===== config.mk =====
export PLATFORM = sky130hd
export DESIGN_NAME = ssi_cfg
export DESIGN_NICKNAME = d
export VERILOG_FILES = /design/src/hw/ssi_cfg_pkg.sv /design/src/hw/ssi_cfg.sv
export SDC_FILE = /design/constraint.sdc
export NUM_CORES = 1
export LEC_CHECK = 0
export BUFFER_PORTS_ARGS = -buffer_cell sky130_fd_sc_hd__buf_2
export CAP_MARGIN = 0
export CORE_ASPECT_RATIO = 1.4
export CORE_MARGIN = 4
export CORE_UTILIZATION = 50
export CTS_BUF_LIST = sky130_fd_sc_hd__clkbuf_8
export DETAILED_ROUTE_END_ITERATION = 8
export PLACE_DENSITY = 0.76
export SYNTH_ARGS = -nofsm -noshare
export SYNTH_HDL_FRONTEND = slang
export SYNTH_SLANG_ARGS = --single-unit

===== constraint.sdc =====
create_clock -name clk -period 6.87 [get_ports clk]
set_clock_uncertainty 0.05 [all_clocks]
set_input_delay 1.374 -clock clk [delete_from_list [all_inputs] [get_ports clk]]
set_output_delay 1.374 -clock clk [all_outputs]
set_load 0.005 [all_outputs]

===== src/hw/ssi_cfg_pkg.sv =====
// package: register layout, reset values and timing for the serial slave config
`default_nettype none
package ssi_cfg_pkg;
   // register indices inside the block's own small register port
   localparam logic [1:0] idx_timeout_ctl = 2'h0;
   localparam logic [1:0] idx_global_cfg = 2'h1;
   localparam logic [1:0] idx_status = 2'h2;
   localparam logic [1:0] idx_addr_cfg = 2'h3;
   // reset values
   localparam logic [7:0] rst_timeout_ctl = 8'h79;
   localparam logic [7:0] rst_global_cfg = 8'h01;
   localparam logic [7:0] rst_status = 8'h00;
   localparam logic [6:0] rst_dev_addr = 7'h09;
   // field positions
   localparam int data_en_bit = 6;
   localparam int resv_check_bit = 5;
   localparam int limit_msb = 4;
   localparam int drive_lsb = 3;
   localparam int addr_size_bit = 2;
   localparam int clock_flag_bit = 0;
   localparam int data_flag_bit = 1;
   localparam logic [1:0] drive_reserved = 2'h2;
   // timing
   localparam int clk_mhz = 200;
   localparam int ms_in_us = 1000;
   localparam int cycles_per_ms = clk_mhz * ms_in_us;

   typedef enum logic [1:0] {
      mode_off = 2'b00,
      mode_i2c = 2'b01,
      mode_spi = 2'b10,
      mode_smbus = 2'b11
   } slave_mode_e;

   typedef struct packed {
      logic wr;
      logic rd;
      logic [1:0] idx;
      logic [7:0] wdata;
   } reg_req_s;
endpackage
`default_nettype wire


===== src/hw/ssi_cfg.sv =====
// serial slave mode, addressing, drive strength and SMBus timeout checks
//
// Operation
// - data timeout check sets data flag when enabled
// - five-bit millisecond limit, zero stops clock check
// - clock timeout sets status bit zero
// - flags sticky, reset zero, cleared writing one
// - two-bit mode selects which protocol responds
// - one or two address bytes per size bit
// - page register above received bytes, 32 bits
// - drive strength only in I2C/SMBus mode
// - respond only to matching seven-bit address
`timescale 1ns/10ps
`default_nettype none
module ssi_cfg
   import ssi_cfg_pkg::*;
#(
   parameter int unsigned cyc_per_ms = cycles_per_ms
) (
   // clock and reset
   input wire logic clk,
   input wire logic rst_b,
   // register port
   input wire reg_req_s req,
   output logic [7:0] rdata,
   // bus pins
   input wire logic scl_pin,
   input wire logic data_or_select_pin,
   // engine side
   input wire logic [31:8] page_reg,
   input wire logic [15:0] rx_addr_bytes,
   input wire logic [6:0] rx_target_addr,
   output logic [31:0] full_addr,
   output logic [1:0] addr_bytes,
   output logic addr_match,
   output logic i2c_on,
   output logic spi_on,
   output logic smbus_on,
   output logic [1:0] pad_drive,
   output logic pad_drive_en
);
   // register state
   logic [7:0] ctl_ff, nxt_ctl;
   logic [7:0] gcfg_ff, nxt_gcfg;
   logic [1:0] sts_ff, nxt_sts;
   logic [6:0] dev_addr_ff, nxt_dev_addr;
   // bus activity and timeout state
   logic [1:0] pin_in, pin_lvl, pin_edge;
   logic [31:0] sub_ff, nxt_sub;
   logic [4:0] ms_clk_ff, nxt_ms_clk;
   logic [4:0] ms_dat_ff, nxt_ms_dat;
   logic [7:0] rdata_ff, nxt_rdata;
   logic scl_edge, sda_edge, smb_mode, tick, clk_to, dat_to;
   logic clk_chk_on, dat_chk_on;
   logic [4:0] limit;
   slave_mode_e mode;

   // one strobe decoder shared by all writable registers
   function automatic logic wr_hit(input reg_req_s r, input logic [1:0] i);
      wr_hit = r.wr && (r.idx == i);
   endfunction

   assign mode = slave_mode_e'(gcfg_ff[1:0]);
   assign smb_mode = (mode == mode_smbus);
   // one limit serves both the clock and the data check
   assign limit = ctl_ff[limit_msb:0];

   // two flops per pin before any logic looks; edges are taken between
   // the second and third stage so the first stage is never read
   assign pin_in = {data_or_select_pin, scl_pin};
   for (genvar g = 0; g < 2; g++) begin : g_sync
      logic [2:0] sync_ff, nxt_sync;
      always_comb begin
         nxt_sync = {sync_ff[1:0], pin_in[g]};
      end
      // reset to the pulled-up idle level, so no false edge after reset
      always_ff @(posedge clk or negedge rst_b) begin
         if (!rst_b) begin
            sync_ff <= 3'h7;
         end else begin
            sync_ff <= nxt_sync;
         end
      end
      assign pin_lvl[g] = sync_ff[2];
      assign pin_edge[g] = sync_ff[2] ^ sync_ff[1];
   end
   // bit 0 carries the clock pin, bit 1 the data pin
   assign scl_edge = pin_edge[0];
   assign sda_edge = pin_edge[1];

   // register writes; reserved bits are dropped so they read back zero
   always_comb begin
      nxt_ctl = ctl_ff;
      nxt_gcfg = gcfg_ff;
      nxt_dev_addr = dev_addr_ff;
      if (wr_hit(req, idx_timeout_ctl)) begin
         nxt_ctl = {1'b0, req.wdata[6:0]};
      end
      if (wr_hit(req, idx_global_cfg)) begin
         nxt_gcfg = {3'h0, req.wdata[4:0]};
      end
      // device address, compared here with rx_target_addr and reported to the engine through addr_match
      if (wr_hit(req, idx_addr_cfg)) begin
         nxt_dev_addr = req.wdata[6:0];
      end
   end

   // zero duration stops both checks, so a zero limit can never leave
   // the data check running on its own
   assign clk_chk_on = (limit != 5'h0);
   assign dat_chk_on = clk_chk_on && ctl_ff[data_en_bit];

   // timeout counters, restarted on any bus edge
   always_comb begin
      nxt_sub = sub_ff;
      nxt_ms_clk = ms_clk_ff;
      nxt_ms_dat = ms_dat_ff;
      tick = 1'b0;
      // held at zero outside SMBus or with the check off, so a later
      // enable always starts a full stretch
      if (!smb_mode || !clk_chk_on || scl_edge || sda_edge) begin
         nxt_sub = 32'h0;
         nxt_ms_clk = 5'h0;
         nxt_ms_dat = 5'h0;
      end else if (sub_ff == 32'(cyc_per_ms - 1)) begin
         // sub spans one millisecond of system clocks
         nxt_sub = 32'h0;
         tick = 1'b1;
      end else begin
         nxt_sub = sub_ff + 32'h1;
      end
      // counts stop at the limit; a limit lowered mid-stretch must not
      // let them wrap and fire a second time
      if (tick && clk_chk_on && ms_clk_ff < limit) begin
         nxt_ms_clk = ms_clk_ff + 5'h1;
      end
      if (tick && dat_chk_on && ms_dat_ff < limit) begin
         nxt_ms_dat = ms_dat_ff + 5'h1;
      end
   end
   // clock stall: scl held low; data stall: sda held low
   assign clk_to = tick && clk_chk_on && !pin_lvl[0]
                   && ms_clk_ff == limit - 5'h1;
   assign dat_to = tick && dat_chk_on && !pin_lvl[1]
                   && ms_dat_ff == limit - 5'h1;

   // status: set beats write-one clear
   // a clear landing with a new timeout loses, so no event is missed
   always_comb begin
      nxt_sts = sts_ff;
      if (wr_hit(req, idx_status)) begin
         nxt_sts = sts_ff & ~req.wdata[1:0];
      end
      if (clk_to) begin
         nxt_sts[clock_flag_bit] = 1'b1;
      end
      if (dat_to) begin
         nxt_sts[data_flag_bit] = 1'b1;
      end
   end

   // read data is registered and holds until the next read
   always_comb begin
      nxt_rdata = 8'h00;
      if (req.rd) begin
         case (req.idx)
            idx_timeout_ctl: nxt_rdata = ctl_ff;
            idx_global_cfg: nxt_rdata = gcfg_ff;
            idx_status: nxt_rdata = {6'h0, sts_ff};
            idx_addr_cfg: nxt_rdata = {1'b0, dev_addr_ff};
            default: nxt_rdata = 8'h00;
         endcase
      end else begin
         nxt_rdata = rdata_ff;
      end
   end

   always_ff @(posedge clk or negedge rst_b) begin
      if (!rst_b) begin
         // the config register reset values come from the package; counters and read data reset to zero
         ctl_ff <= rst_timeout_ctl;
         gcfg_ff <= rst_global_cfg;
         sts_ff <= rst_status[1:0];
         dev_addr_ff <= rst_dev_addr;
         sub_ff <= 32'h0;
         ms_clk_ff <= 5'h0;
         ms_dat_ff <= 5'h0;
         rdata_ff <= 8'h00;
      end else begin
         ctl_ff <= nxt_ctl;
         gcfg_ff <= nxt_gcfg;
         sts_ff <= nxt_sts;
         dev_addr_ff <= nxt_dev_addr;
         sub_ff <= nxt_sub;
         ms_clk_ff <= nxt_ms_clk;
         ms_dat_ff <= nxt_ms_dat;
         rdata_ff <= nxt_rdata;
      end
   end
   assign rdata = rdata_ff;

   // mode decode
   // only the selected protocol's engine may answer on the pins
   assign i2c_on = (mode == mode_i2c);
   assign spi_on = (mode == mode_spi);
   assign smbus_on = smb_mode;
   // address bytes the engine must collect before a register access
   assign addr_bytes = gcfg_ff[addr_size_bit] ? 2'h2 : 2'h1;
   // one-byte mode ignores the upper received byte
   assign full_addr = gcfg_ff[addr_size_bit] ?
      {page_reg[31:16], rx_addr_bytes} :
      {page_reg[31:8], rx_addr_bytes[7:0]};
   assign addr_match = (i2c_on || smb_mode)
                       && rx_target_addr == dev_addr_ff;
   // pad setting only; internal timing untouched
   // the reserved code passes through as written; software avoids it
   assign pad_drive_en = i2c_on || smb_mode;
   assign pad_drive = pad_drive_en ? gcfg_ff[drive_lsb +: 2] : 2'h0;
endmodule
`default_nettype wire


# Word level (Yosys, flattened, before mapping)
# Cells that the tools add are included.
# word_totals
regBits	77
latchBits	0
mem_bits_rw	0
romBits	0
input_bits	63
output_inout_bits	49
elab_cells	73
n_memories	0
# classes
n_addsub	4
n_mul	0
div	0
order_cmp	2
eq_ne	10
n_shift	0
n_mux	14
bitwise_logic	4
n_reduce_logical	28
# ops
cell	count
$mux 32	2
$add 32x1->32 const B	1
$eq 32x18->1 const B	1
$pmux 8 s4	1
$mux 16	1
$mux 5	3
$logic_and 1x1->1	14
$add 5x1->5 const B	2
$eq 5x5->1	2
$lt 5x5->1	2
$eq 2x2->1 const B	4
$reduce_bool 2->1	4
$eq 7x7->1	1
$mux 2	3
$reduce_bool 5->1	1
$sub 5x1->5 const B	1
$eq 2x1->1 const B	2
$logic_not 1->1	4
$logic_or 1x1->1	4
$mux 1	4
$and 2x2->2	1
$logic_not 2->1	1
$not 2->2	1
$xor 1x1->1	2

# Longest topological paths before layout
# Gate-level depths: netlist (run 1).
# depth
word_depth	10
mapped_depth	8

# Worst setup path before layout (run 1)
# OpenSTA, ideal clock, no wires.
# synth_path
path_kind	input-to-output
startpoint	in rx_target_addr[4]
endpoint	out addr_match
arrival_time_ns	1.710
t_required_ns	5.446
setup_slack_ns	3.736
path_stages	3
path_cell_list	xnor2_1 nand4_1 nor2_1
# synth_via
elab_chain_cells	2
# synth_lines
element	line	rtl
from (decl)	ssi_cfg.sv:32	input wire logic [6:0] rx_target_addr,
$eq 7x7->1	ssi_cfg.sv:214	&& rx_target_addr == dev_addr_ff;
$logic_and 1x1->1	ssi_cfg.sv:214	
to (decl)	ssi_cfg.sv:35	output logic addr_match,
# No other way between the ends.

# Final worst setup path (run 1)
# layout_path
startpoint	in rx_target_addr[5]
endpoint	out addr_match
# The elaborated chain is that of the path after synthesis.

==> impl_metrics.py, run 1 <==
metrics = {
    "logic_synthesis": {
        "synth_compound_gate_area_share_pct": 4.55,
        "avgSynthCellArea_sq_um": 10.0,
        "synth.cell_area_sq_um": 4290,
        "ys_seq_elements": 76,
        "async_flop_share_pct": 100,
        "synthAdderAreaFrac_pct": 4.08,
        "synth_top_family_by_area": "simple AND/OR/NAND/NOR gates",
        "syn_nets": 506,
        "synth_edf_count": 0,
        "synth_cell_types": 47,
        "synth-warning-count": 0,
        "synthXorXnorAreaFrac_pct": 11.0,
        "synth.mux.area_fraction_pct": 9.44,
        "synthCells": 429,
        "synth_simple_gate_area_share_pct": 19.0,
        "synthFlopType": "dfrtp_1",
        "seq_area_frac_synth_pct": 44.7,
    },
    "routing": {
        "wirelength_um": 8490,
        "ant_nets": 0,
        "first_pass_iters": 4,
        "viasPerCell": 5.45,
        "route.vias.total": 3106,
        "drc": 0,
        "wire_per_inst_um": 14.9,
        "drtIter0Drc": 69,
    },
    "power": {
        "switching_share_pct": 24.8,
        "peakVddDrop_mv": 0.179,
        "power_frac_seq_pct": 45.8,
        "totalPowerFinal_mw": 1.13,
        "p_switching_mw": 0.281,
        "pwr-share-comb_pct": 15.3,
        "leakage_nw": 2.02,
        "p_clk_share_pct": 38.9,
        "p_int_mw": 0.853,
        "powerDensity_nw_per_um2": 238,
    },
    "cells_and_area": {
        "post-route-cell-area_sq_um": 4760,
        "fill_cells": 710,
        "syn_to_final_growth_pct": 10.8,
        "diodes": 0,
        "fin_util_pct": 57.7,
        "stdcell_count": 570,
        "drive_above_1_share_pct": 26.7,
        "nNetsFinal": 540,
    },
    "clock_network": {
        "htreeDepth": 3,
        "clk_latency_ns": 0.34,
        "cts_hold_buf": 0,
        "numCtsBuffers": 9,
        "clk_path_buf_depth": 2,
        "cts_tree": "done",
        "root_buffer": "clkbuf_8",
        "cts-resized-gates": 0,
        "clock-sinks": 76,
        "cts_setup_buffers": 0,
        "clk_pin_slew_ns": 0.07,
    },
    "timing": {
        "setup_violations": 0,
        "max_clock_freq_ghz": 0.296,
        "whs_ns": 0.306,
        "layout_min_cycle_time_ns": 3.37,
        "rsz0062_at_grt": "false",
        "tightest_slew_ns": 1.20,
        "post-route-period-util_pct": 49.1,
        "max_slew_margin_pct": 19.1,
        "drv_slew": 0,
        "setup_tns_ns": 0,
        "worst_slack_ns": 3.50,
        "hold_viol": 0,
    },
    "worst_setup_path": {
        "crit_chain": "buf_2 > xnor2_1 > nand4_1 > nor2_1 > buf_2",
        "cp_max_fo": 1,
        "crit_path_end_kind": "primary output",
        "cp_data_required_time_ns": 5.45,
        "path_common_cell": "buf_2",
        "crit_path_top_delay_cell": "xnor2_1",
        "cp-start-kind": "primary input",
        "slowest_delay_ns": 0.16,
        "cp_top_family": "buffers and inverters",
        "crit_type": "primary input to primary output",
        "arrival_ns": 1.95,
        "path_buf_inv": 2,
    },
    "die": {
        "ioPinCount": 112,
        "start_util_pct": 52.1,
        "die_w_um": 86.3,
        "coreArea_sq_um": 8250,
        "die_h_um": 118,
        "die-area_sq_um": 10200,
        "rows": 39,
    },
    "placement": {
        "gp_congestion": 0.806,
        "place.detailed.hpwl_um": 6390,
        "preCtsSetupSlack_ns": 3.47,
        "port_buffers": 61,
        "dp_cells": 554,
        "placed_area_sq_um": 4490,
    },
    "global_route": {
        "grt.overflow.total": 0,
        "grt_use_total_pct": 17.2,
        "grt_start_max_net_pins": 77,
        "antenna_found_initial": 0,
        "grt_pass1_wl_um": 14300,
        "grt_pass1_vias": 3123,
    },
    "status": {
        "status": "complete, no violations",
    },
    "run": {
        "maxCapViolations": 0,
    },
    "min_path": {
        "hold_class": "flop to flop",
    },
}
## state kept, by name, indices dropped and copies added, names as in the netlist
signal	count
sub_ff	32
ctl_ff	7
dev_addr_ff	7
rdata	7
g_sync.sync_ff	6
gcfg_ff	5
ms_clk_ff	5
ms_dat_ff	5
sts_ff	2
## Yosys cell counts (2+ instances only)
| master | count | share of area, % |
|---|---|---|
| dfrtp_1 | 62 | 36 |
| nor2_1 | 51 | 4.5 |
| nand2_1 | 30 | 2.6 |
| xnor2_1 | 30 | 6.1 |
| buf_4 | 26 | 4.5 |
| mux2_2 | 24 | 6.3 |
| xor2_1 | 24 | 4.9 |
| nand3_1 | 20 | 2.3 |
| inv_1 | 15 | 1.3 |
| dfstp_2 | 14 | 8.6 |
| ha_1 | 14 | 4.1 |
| a21oi_1 | 13 | 1.5 |
| clkbuf_1 | 13 | 1.1 |
| nand4_1 | 13 | 1.9 |
| nor4_1 | 10 | 1.5 |
| mux2i_1 | 9 | 2.1 |
| nor3_1 | 9 | 1.0 |
| o21ai_0 | 7 | 0.82 |
| and3_1 | 4 | 0.58 |
| and2_1 | 3 | 0.44 |
| and4_1 | 3 | 0.61 |
| nor4b_1 | 3 | 0.61 |
| a22oi_1 | 2 | 0.35 |
| mux4_2 | 2 | 1.0 |
| nor2b_1 | 2 | 0.29 |
| nor3b_1 | 2 | 0.35 |
| o2bb2ai_1 | 2 | 0.41 |
| or3_1 | 2 | 0.29 |
| or4_1 | 2 | 0.35 |
## power by group through the flow
| stage | logic [mW] | registers (mW) | clock network [mW] |
|---|---|---|---|
| 6_report | 0.173 | 0.520 | 0.441 |
| 5_1_grt | 0.193 | 0.525 | 0.471 |
| 4_1_cts | 0.177 | 0.520 | 0.452 |
| 3_5_place_dp | 0.176 | 0.528 | 0 |
| 3_3_place_gp | 0.171 | 0.526 | 0 |
| 2_1_floorplan | 0.129 | 0.516 | 0 |
## path summary, 6_finish.rpt
path / endpoint / slack [ns] / from / depth (start not counted)
min reg2reg: g_sync[0].sync_ff[1] / 0.31 / g_sync[0].sync_ff[0] / 0
max: addr_match / 3.50 / rx_target_addr[5] / 5
min in group asynchronous: rdata[0] / 1.12 / rst_b / 1
max in group asynchronous: dev_addr_ff[4] / 5.05 / rst_b / 1
min: g_sync[0].sync_ff[1] / 0.31 / g_sync[0].sync_ff[0] / 0
max reg2reg: ms_dat_ff[4] / 3.89 / ctl_ff[0] / 7
## worst reg2reg max path: stages (launching register included)
cell	delay (ns)
dfstp_2	0.60
inv_1	0.07
ha_1	0.23
nor4b_1	0.17
or4_1	0.66
or4_4	0.60
nor3_4	0.32
mux2i_1	0.22
## layout make-up
type,instances,area [sq um],area share [%]
Clock buffer,9,124,2.60
Clock inverter,7,139,2.92
Inverter,15,56.3,1.18
Multi-Input combinational cell,298,2070,43.5
Sequential cell,76,1920,40.3
Tap cell,102,128,2.68
Timing Repair Buffer,63,323,6.79
## cell families after synthesis
kind of cell | after synthesis
other | 1
xor gates and xnor gates | 54
and+or+nand+nor | 162
muxes | 35
adders and majority gates | 14
buffers and inverters | 55
AOI/OAI and AO/OA | 32
DFF | 76
## cell usage in the layout, fill, tap and decap left out, drive strengths merged, types with 3 or more instances in the layout
master and count:
clkbuf 9, or4 3, dfrtp 62, nor4 10, xor2 24, o21ai 7
ha 14, dfstp 14, inv 15, nand2 31, nor2 51, nand4 13
mux2i 9, xnor2 30, buf 63, and4 3, bufinv 4, nor3 10
nand3 20, and3 4, clkinv 3, and2 3, nor4b 3, a21oi 13
mux2 24
## routing by layer
layer / up-vias / GRT usage (%) / wire, um
met1: 1507 / 19.0 / 3340
met3: 9 / 5.25 / 521
met4: 0 / 5.07 / 101
met5: - / 0 / 0
met2: 74 / 31.0 / 4520
li1: 1516 / - / -
Power figures use the tool's default switching activity.
==> inputs of run 2 (changes only) <==
Clock period 6.87 ns to 3.2 ns, I/O delays scaled along.
==> run 2 against run 1 <==
  * First-iteration DRC count up 58%
  * Via count up 1.7%
  * Count of clock-buffer cells in the layout up 1
  * Wire length up 2.4%
  * Final cell count up 0.53%
  * Flip-flop and latch count unchanged
  * Clock power up 80%
  * Critical path depth up 2
  * Power up 100%
  * Largest cell class unchanged
  * Largest power group unchanged
==> impl_metrics.py, run 2 (synthesis results as in run 1) <==
metrics = {
    "clock_network": {
        "clk_path_buf_depth": 2,
        "cts-resized-gates": 0,
        "cts_tree": "done",
        "root_buffer": "clkbuf_8",
        "clk_latency_ns": 0.35,
        "numCtsBuffers": 9,
        "clk_pin_slew_ns": 0.08,
        "clock-sinks": 76,
        "htreeDepth": 3,
        "cts_setup_buffers": 0,
        "cts_hold_buf": 0,
    },
    "die": {
        "coreArea_sq_um": 8250,
        "rows": 39,
        "ioPinCount": 112,
        "die-area_sq_um": 10200,
        "die_h_um": 118,
        "die_w_um": 86.3,
        "start_util_pct": 52.1,
    },
    "worst_setup_path": {
        "cp-startpoint": "ctl_ff[0]",
        "cp_max_fo": 5,
        "crit_chain": "inv_1 > ha_1 > nor4b_1 > or4_1 > or4_4 > nor3_4 > mux2i_1",
        "arrival_ns": 3.11,
        "crit_path_end_kind": "flop",
        "crit_path_top_delay_cell": "dfstp_2",
        "slowest_delay_ns": 0.58,
        "cp-start-kind": "flop",
        "cp_data_required_time_ns": 3.42,
        "r2r_start": "ctl_ff[0]",
        "crit_type": "flop to flop",
    },
    "routing": {
        "met3_length_um": 521,
        "first_pass_iters": 6,
        "top_layer": "met4",
        "drt-met1-wl_um": 3530,
        "wirelength_um": 8690,
        "wire_per_inst_um": 15.2,
        "drtIter0Drc": 109,
        "viasPerCell": 5.51,
        "ant_nets": 0,
        "route.vias.total": 3160,
        "drc": 0,
        "dr_wl_met2_um": 4530,
    },
    "cells_and_area": {
        "stdcell_count": 573,
        "fill_cells": 708,
        "largest_register_ffs": 32,
        "drive_above_1_share_pct": 27.0,
        "final_common_cell": "dfrtp_1",
        "top_register": "sub_ff",
        "nNetsFinal": 543,
        "final_cell_mix": "dfrtp_1 (62), buf_2 (60), nor2_1 (51), nand2_1 (30), xnor2_1 (30)",
        "diodes": 0,
        "syn_to_final_growth_pct": 10.3,
    },
    "timing": {
        "post-route-period-util_pct": 90.3,
        "hold_viol": 0,
        "max_clock_freq_ghz": 0.346,
        "rsz0062_at_grt": "false",
        "tightest_slew_ns": 0.925,
        "drv_slew": 0,
        "setup_tns_ns": 0,
        "setup_violations": 0,
        "max_slew_margin_pct": 38.3,
        "layout_min_cycle_time_ns": 2.89,
    },
    "global_route": {
        "grt_pass1_wl_um": 14300,
        "grt_use_total_pct": 17.4,
        "antenna_found_initial": 0,
        "grt_start_max_net_pins": 77,
        "grt.overflow.total": 0,
        "grt_pass1_vias": 3163,
    },
    "min_path": {
        "hold_class": "flop to flop",
        "min_from": "g_sync[1].sync_ff[0]",
    },
    "placement": {
        "gp_congestion": 0.816,
        "dp_cells": 557,
        "port_buffers": 61,
        "place.detailed.hpwl_um": 6520,
    },
    "power": {
        "powerDensity_nw_per_um2": 483,
        "leakage_nw": 2.01,
        "peakVddDrop_mv": 0.262,
    },
    "status": {
        "status": "complete, no violations",
    },
    "run": {
        "maxCapViolations": 0,
    },
}
## run 2: cell types whose count changed in the layout (fill, tap and decap cells not counted)
cell,change
clkbuf_8,+1
clkinv_2,+1
bufinv_16,-2
clkinv_4,-1
buf_4,+3
inv_1,+1
## run 2: routing by layer
layer,global-route usage [%],vias to the layer above
li1,-,1526
met5,0,-
met3,4.69,10
met1,19.6,1550
met2,30.6,74
met4,6.63,0
## run 2: metrics by stage
| step | utilization, % | hold slack [ns] | total power, mW | area, sq um | worst slack, ns |
|---|---|---|---|---|---|
| 2_1_floorplan | - | 0.294 | 1.38 | 4290 | 0.464 |
| 3_3_place_gp | 54.8 | 0.296 | 1.50 | 4520 | 0.380 |
| 3_5_place_dp | 54.8 | 0.297 | 1.51 | 4520 | 0.327 |
| 4_1_cts | 57.4 | 0.307 | 2.32 | 4730 | 0.300 |
| 5_1_grt | 57.4 | 0.308 | 2.40 | 4730 | 0.217 |
| 6_report | 57.4 | 0.307 | 2.28 | 4730 | 0.309 |
## run 2: layout make-up
cell class                      instances  area (sq um)  area share, %
Clock buffer                           10           138           2.91
Timing Repair Buffer                   66           345           7.30
Tap cell                              102           128           2.70
Inverter                               15          56.3           1.19
Sequential cell                        76          1920           40.5
Multi-Input combinational cell        298          2070           43.7
Clock inverter                          6          78.8           1.67
## run 2: worst max-delay path, delay by kind of cell, from the launching register on
kind	cells	cell delay, ns
and+or+nand+nor	4	1.66
adders and majority gates	1	0.22
muxes	1	0.23
DFF	1	0.58
buffers and inverters	1	0.07
## run 2: path summary, 6_finish.rpt
path / to / slack, ns / depth (start not counted)
worst max register to register: ms_dat_ff[1] / 0.31 / 7
min in group asynchronous: rdata[0] / 0.36 / 1
worst max-delay path: ms_dat_ff[1] / 0.31 / 7
max in group asynchronous: sub_ff[7] / 2.13 / 1
worst min-delay path: g_sync[1].sync_ff[1] / 0.31 / 0
worst min register to register: g_sync[1].sync_ff[1] / 0.31 / 0
## run 2: power breakdown
group / leakage, nW / switching (mW) / internal [mW]
registers: 0.977 / 0.0707 / 1.04
clock network: 0.117 / 0.339 / 0.453
logic: 0.920 / 0.183 / 0.194
==> inputs of run 3 (changes only) <==
Settings changed: MAX_ROUTING_LAYER set to met4.
==> run 3 against run 2 <==
  * Hold slack barely moved
  * First-iteration DRC count rose by 13%
  * Flip-flop and latch count did not move
  * Maximum frequency barely moved
  * Via count fell by 0.13%
  * Setup slack improved by 0.0021 ns
  * Combinational power barely moved
  * Count of clock-buffer cells in the layout did not move
  * Utilization did not move
  * Register-to-register slack barely moved
==> impl_metrics.py, run 3 (synthesis results as in run 1) <==
metrics = {
    "status": {
        "status": "complete, no violations",
    },
    "timing": {
        "post-route-period-util_pct": 90.3,
        "tightest_slew_ns": 0.932,
        "rsz0062_at_grt": "false",
        "setup_tns_ns": 0,
        "whs_ns": 0.307,
        "max_slew_margin_pct": 37.8,
        "layout_min_cycle_time_ns": 2.89,
        "setup_violations": 0,
        "max_clock_freq_ghz": 0.346,
        "hold_viol": 0,
        "drv_slew": 0,
    },
    "global_route": {
        "grt_util_met3_pct": 5.53,
        "grt_start_max_net_pins": 77,
        "grt_use_total_pct": 17.9,
        "busiest_layer": "met2",
        "grt.overflow.total": 0,
        "grt_pass1_vias": 3158,
        "use_met2_pct": 30.6,
        "use_met1_pct": 19.6,
        "antenna_found_initial": 0,
        "grt_pass1_wl_um": 14400,
    },
    "routing": {
        "viasPerCell": 5.51,
        "drtIter0Drc": 123,
        "drc": 0,
        "wire_per_inst_um": 15.2,
        "wirelength_um": 8700,
        "route.vias.total": 3156,
        "first_pass_iters": 7,
        "ant_nets": 0,
    },
    "power": {
        "leakage_nw": 2.01,
        "p_int_mw": 1.69,
        "p_clk_share_pct": 34.7,
        "power_frac_seq_pct": 48.7,
        "powerDensity_nw_per_um2": 483,
        "switching_share_pct": 26.0,
        "pwr-share-comb_pct": 16.5,
        "peakVddDrop_mv": 0.263,
        "p_switching_mw": 0.595,
    },
    "die": {
        "ioPinCount": 112,
        "die-area_sq_um": 10200,
        "die_w_um": 86.3,
        "die_h_um": 118,
        "coreArea_sq_um": 8250,
        "start_util_pct": 52.1,
        "rows": 39,
    },
    "worst_setup_path": {
        "arrival_ns": 3.11,
        "cp_max_fo": 5,
        "crit_path_end_kind": "flop",
        "cp_data_required_time_ns": 3.43,
        "cp-start-kind": "flop",
        "crit_type": "flop to flop",
    },
    "cells_and_area": {
        "largest_register_ffs": 32,
        "top_register": "sub_ff",
        "drive_above_1_share_pct": 27.0,
        "final_common_cell": "dfrtp_1",
        "syn_to_final_growth_pct": 10.3,
        "fin_util_pct": 57.4,
        "diodes": 0,
        "final_cell_mix": "dfrtp_1 (62), buf_2 (60), nor2_1 (51), nand2_1 (30), xnor2_1 (30)",
        "nNetsFinal": 543,
    },
    "clock_network": {
        "cts_tree": "done",
        "clk_path_buf_depth": 2,
        "cts-resized-gates": 0,
        "clk_pin_slew_ns": 0.08,
        "cts_setup_buffers": 0,
        "clock-sinks": 76,
        "numCtsBuffers": 9,
        "cts_hold_buf": 0,
        "htreeDepth": 3,
        "clk_latency_ns": 0.35,
        "root_buffer": "clkbuf_8",
    },
    "min_path": {
        "hold_class": "flop to flop",
    },
    "run": {
        "maxCapViolations": 0,
    },
    "placement": {
        "gp_congestion": 0.828,
        "place.detailed.hpwl_um": 6520,
        "port_buffers": 61,
    },
}
## run 3: cell counts in the layout (fill, tap and decap cells not counted)
Identical to the previous run, type by type.
## run 3: worst paths after layout
kind	start	end	slack, ns	depth (start not counted)
min reg2reg	g_sync[1].sync_ff[0]	g_sync[1].sync_ff[1]	0.31	0
min in group asynchronous	rst_b	rdata[0]	0.36	1
max	ctl_ff[0]	ms_dat_ff[1]	0.31	7
max reg2reg	ctl_ff[0]	ms_dat_ff[1]	0.31	7
max in group asynchronous	rst_b	sub_ff[23]	2.13	1
min	g_sync[1].sync_ff[0]	g_sync[1].sync_ff[1]	0.31	0
## run 3: power groups by stage
stage / clock (mW) / sequential, mW / combinational [mW]
after detailed placement: 0 / 1.13 / 0.381
after global placement: 0 / 1.13 / 0.369
after CTS: 0.820 / 1.12 / 0.384
final: 0.794 / 1.11 / 0.378
after global routing: 0.860 / 1.12 / 0.421
after floorplan: 0 / 1.11 / 0.277
## run 3: final cells by class
cell class / instances / area, sq um
Fill cell: 708 / 3510
Multi-Input combinational cell: 298 / 2070
Sequential cell: 76 / 1920
Timing Repair Buffer: 66 / 345
Clock buffer: 10 / 138
Tap cell: 102 / 128
Clock inverter: 6 / 78.8
Inverter: 15 / 56.3
## run 3: per-stage QoR
step                setup slack, ns  instance area, sq um  cells  power (mW)
floorplan                     0.464                  4290    429        1.38
global placement              0.380                  4520    557        1.50
detailed placement            0.327                  4520    557        1.51
CTS                           0.300                  4730    573        2.32
global route                  0.217                  4730    573        2.41
finish                        0.311                  4730    573        2.29
## run 3: worst max-delay path: stages (launching register included)
cell and delay, ns:
dfstp_2 0.58, inv_1 0.07, ha_1 0.22, nor4b_1 0.17, or4_1 0.58, or4_4 0.58
nor3_4 0.33, mux2i_1 0.23
## run 3: routing by layer
metal	routed length (um)	share of wire, %
met1	3530	41
met2	4510	52
met3	548	6.3
met4	107	1.2
met5	0	0
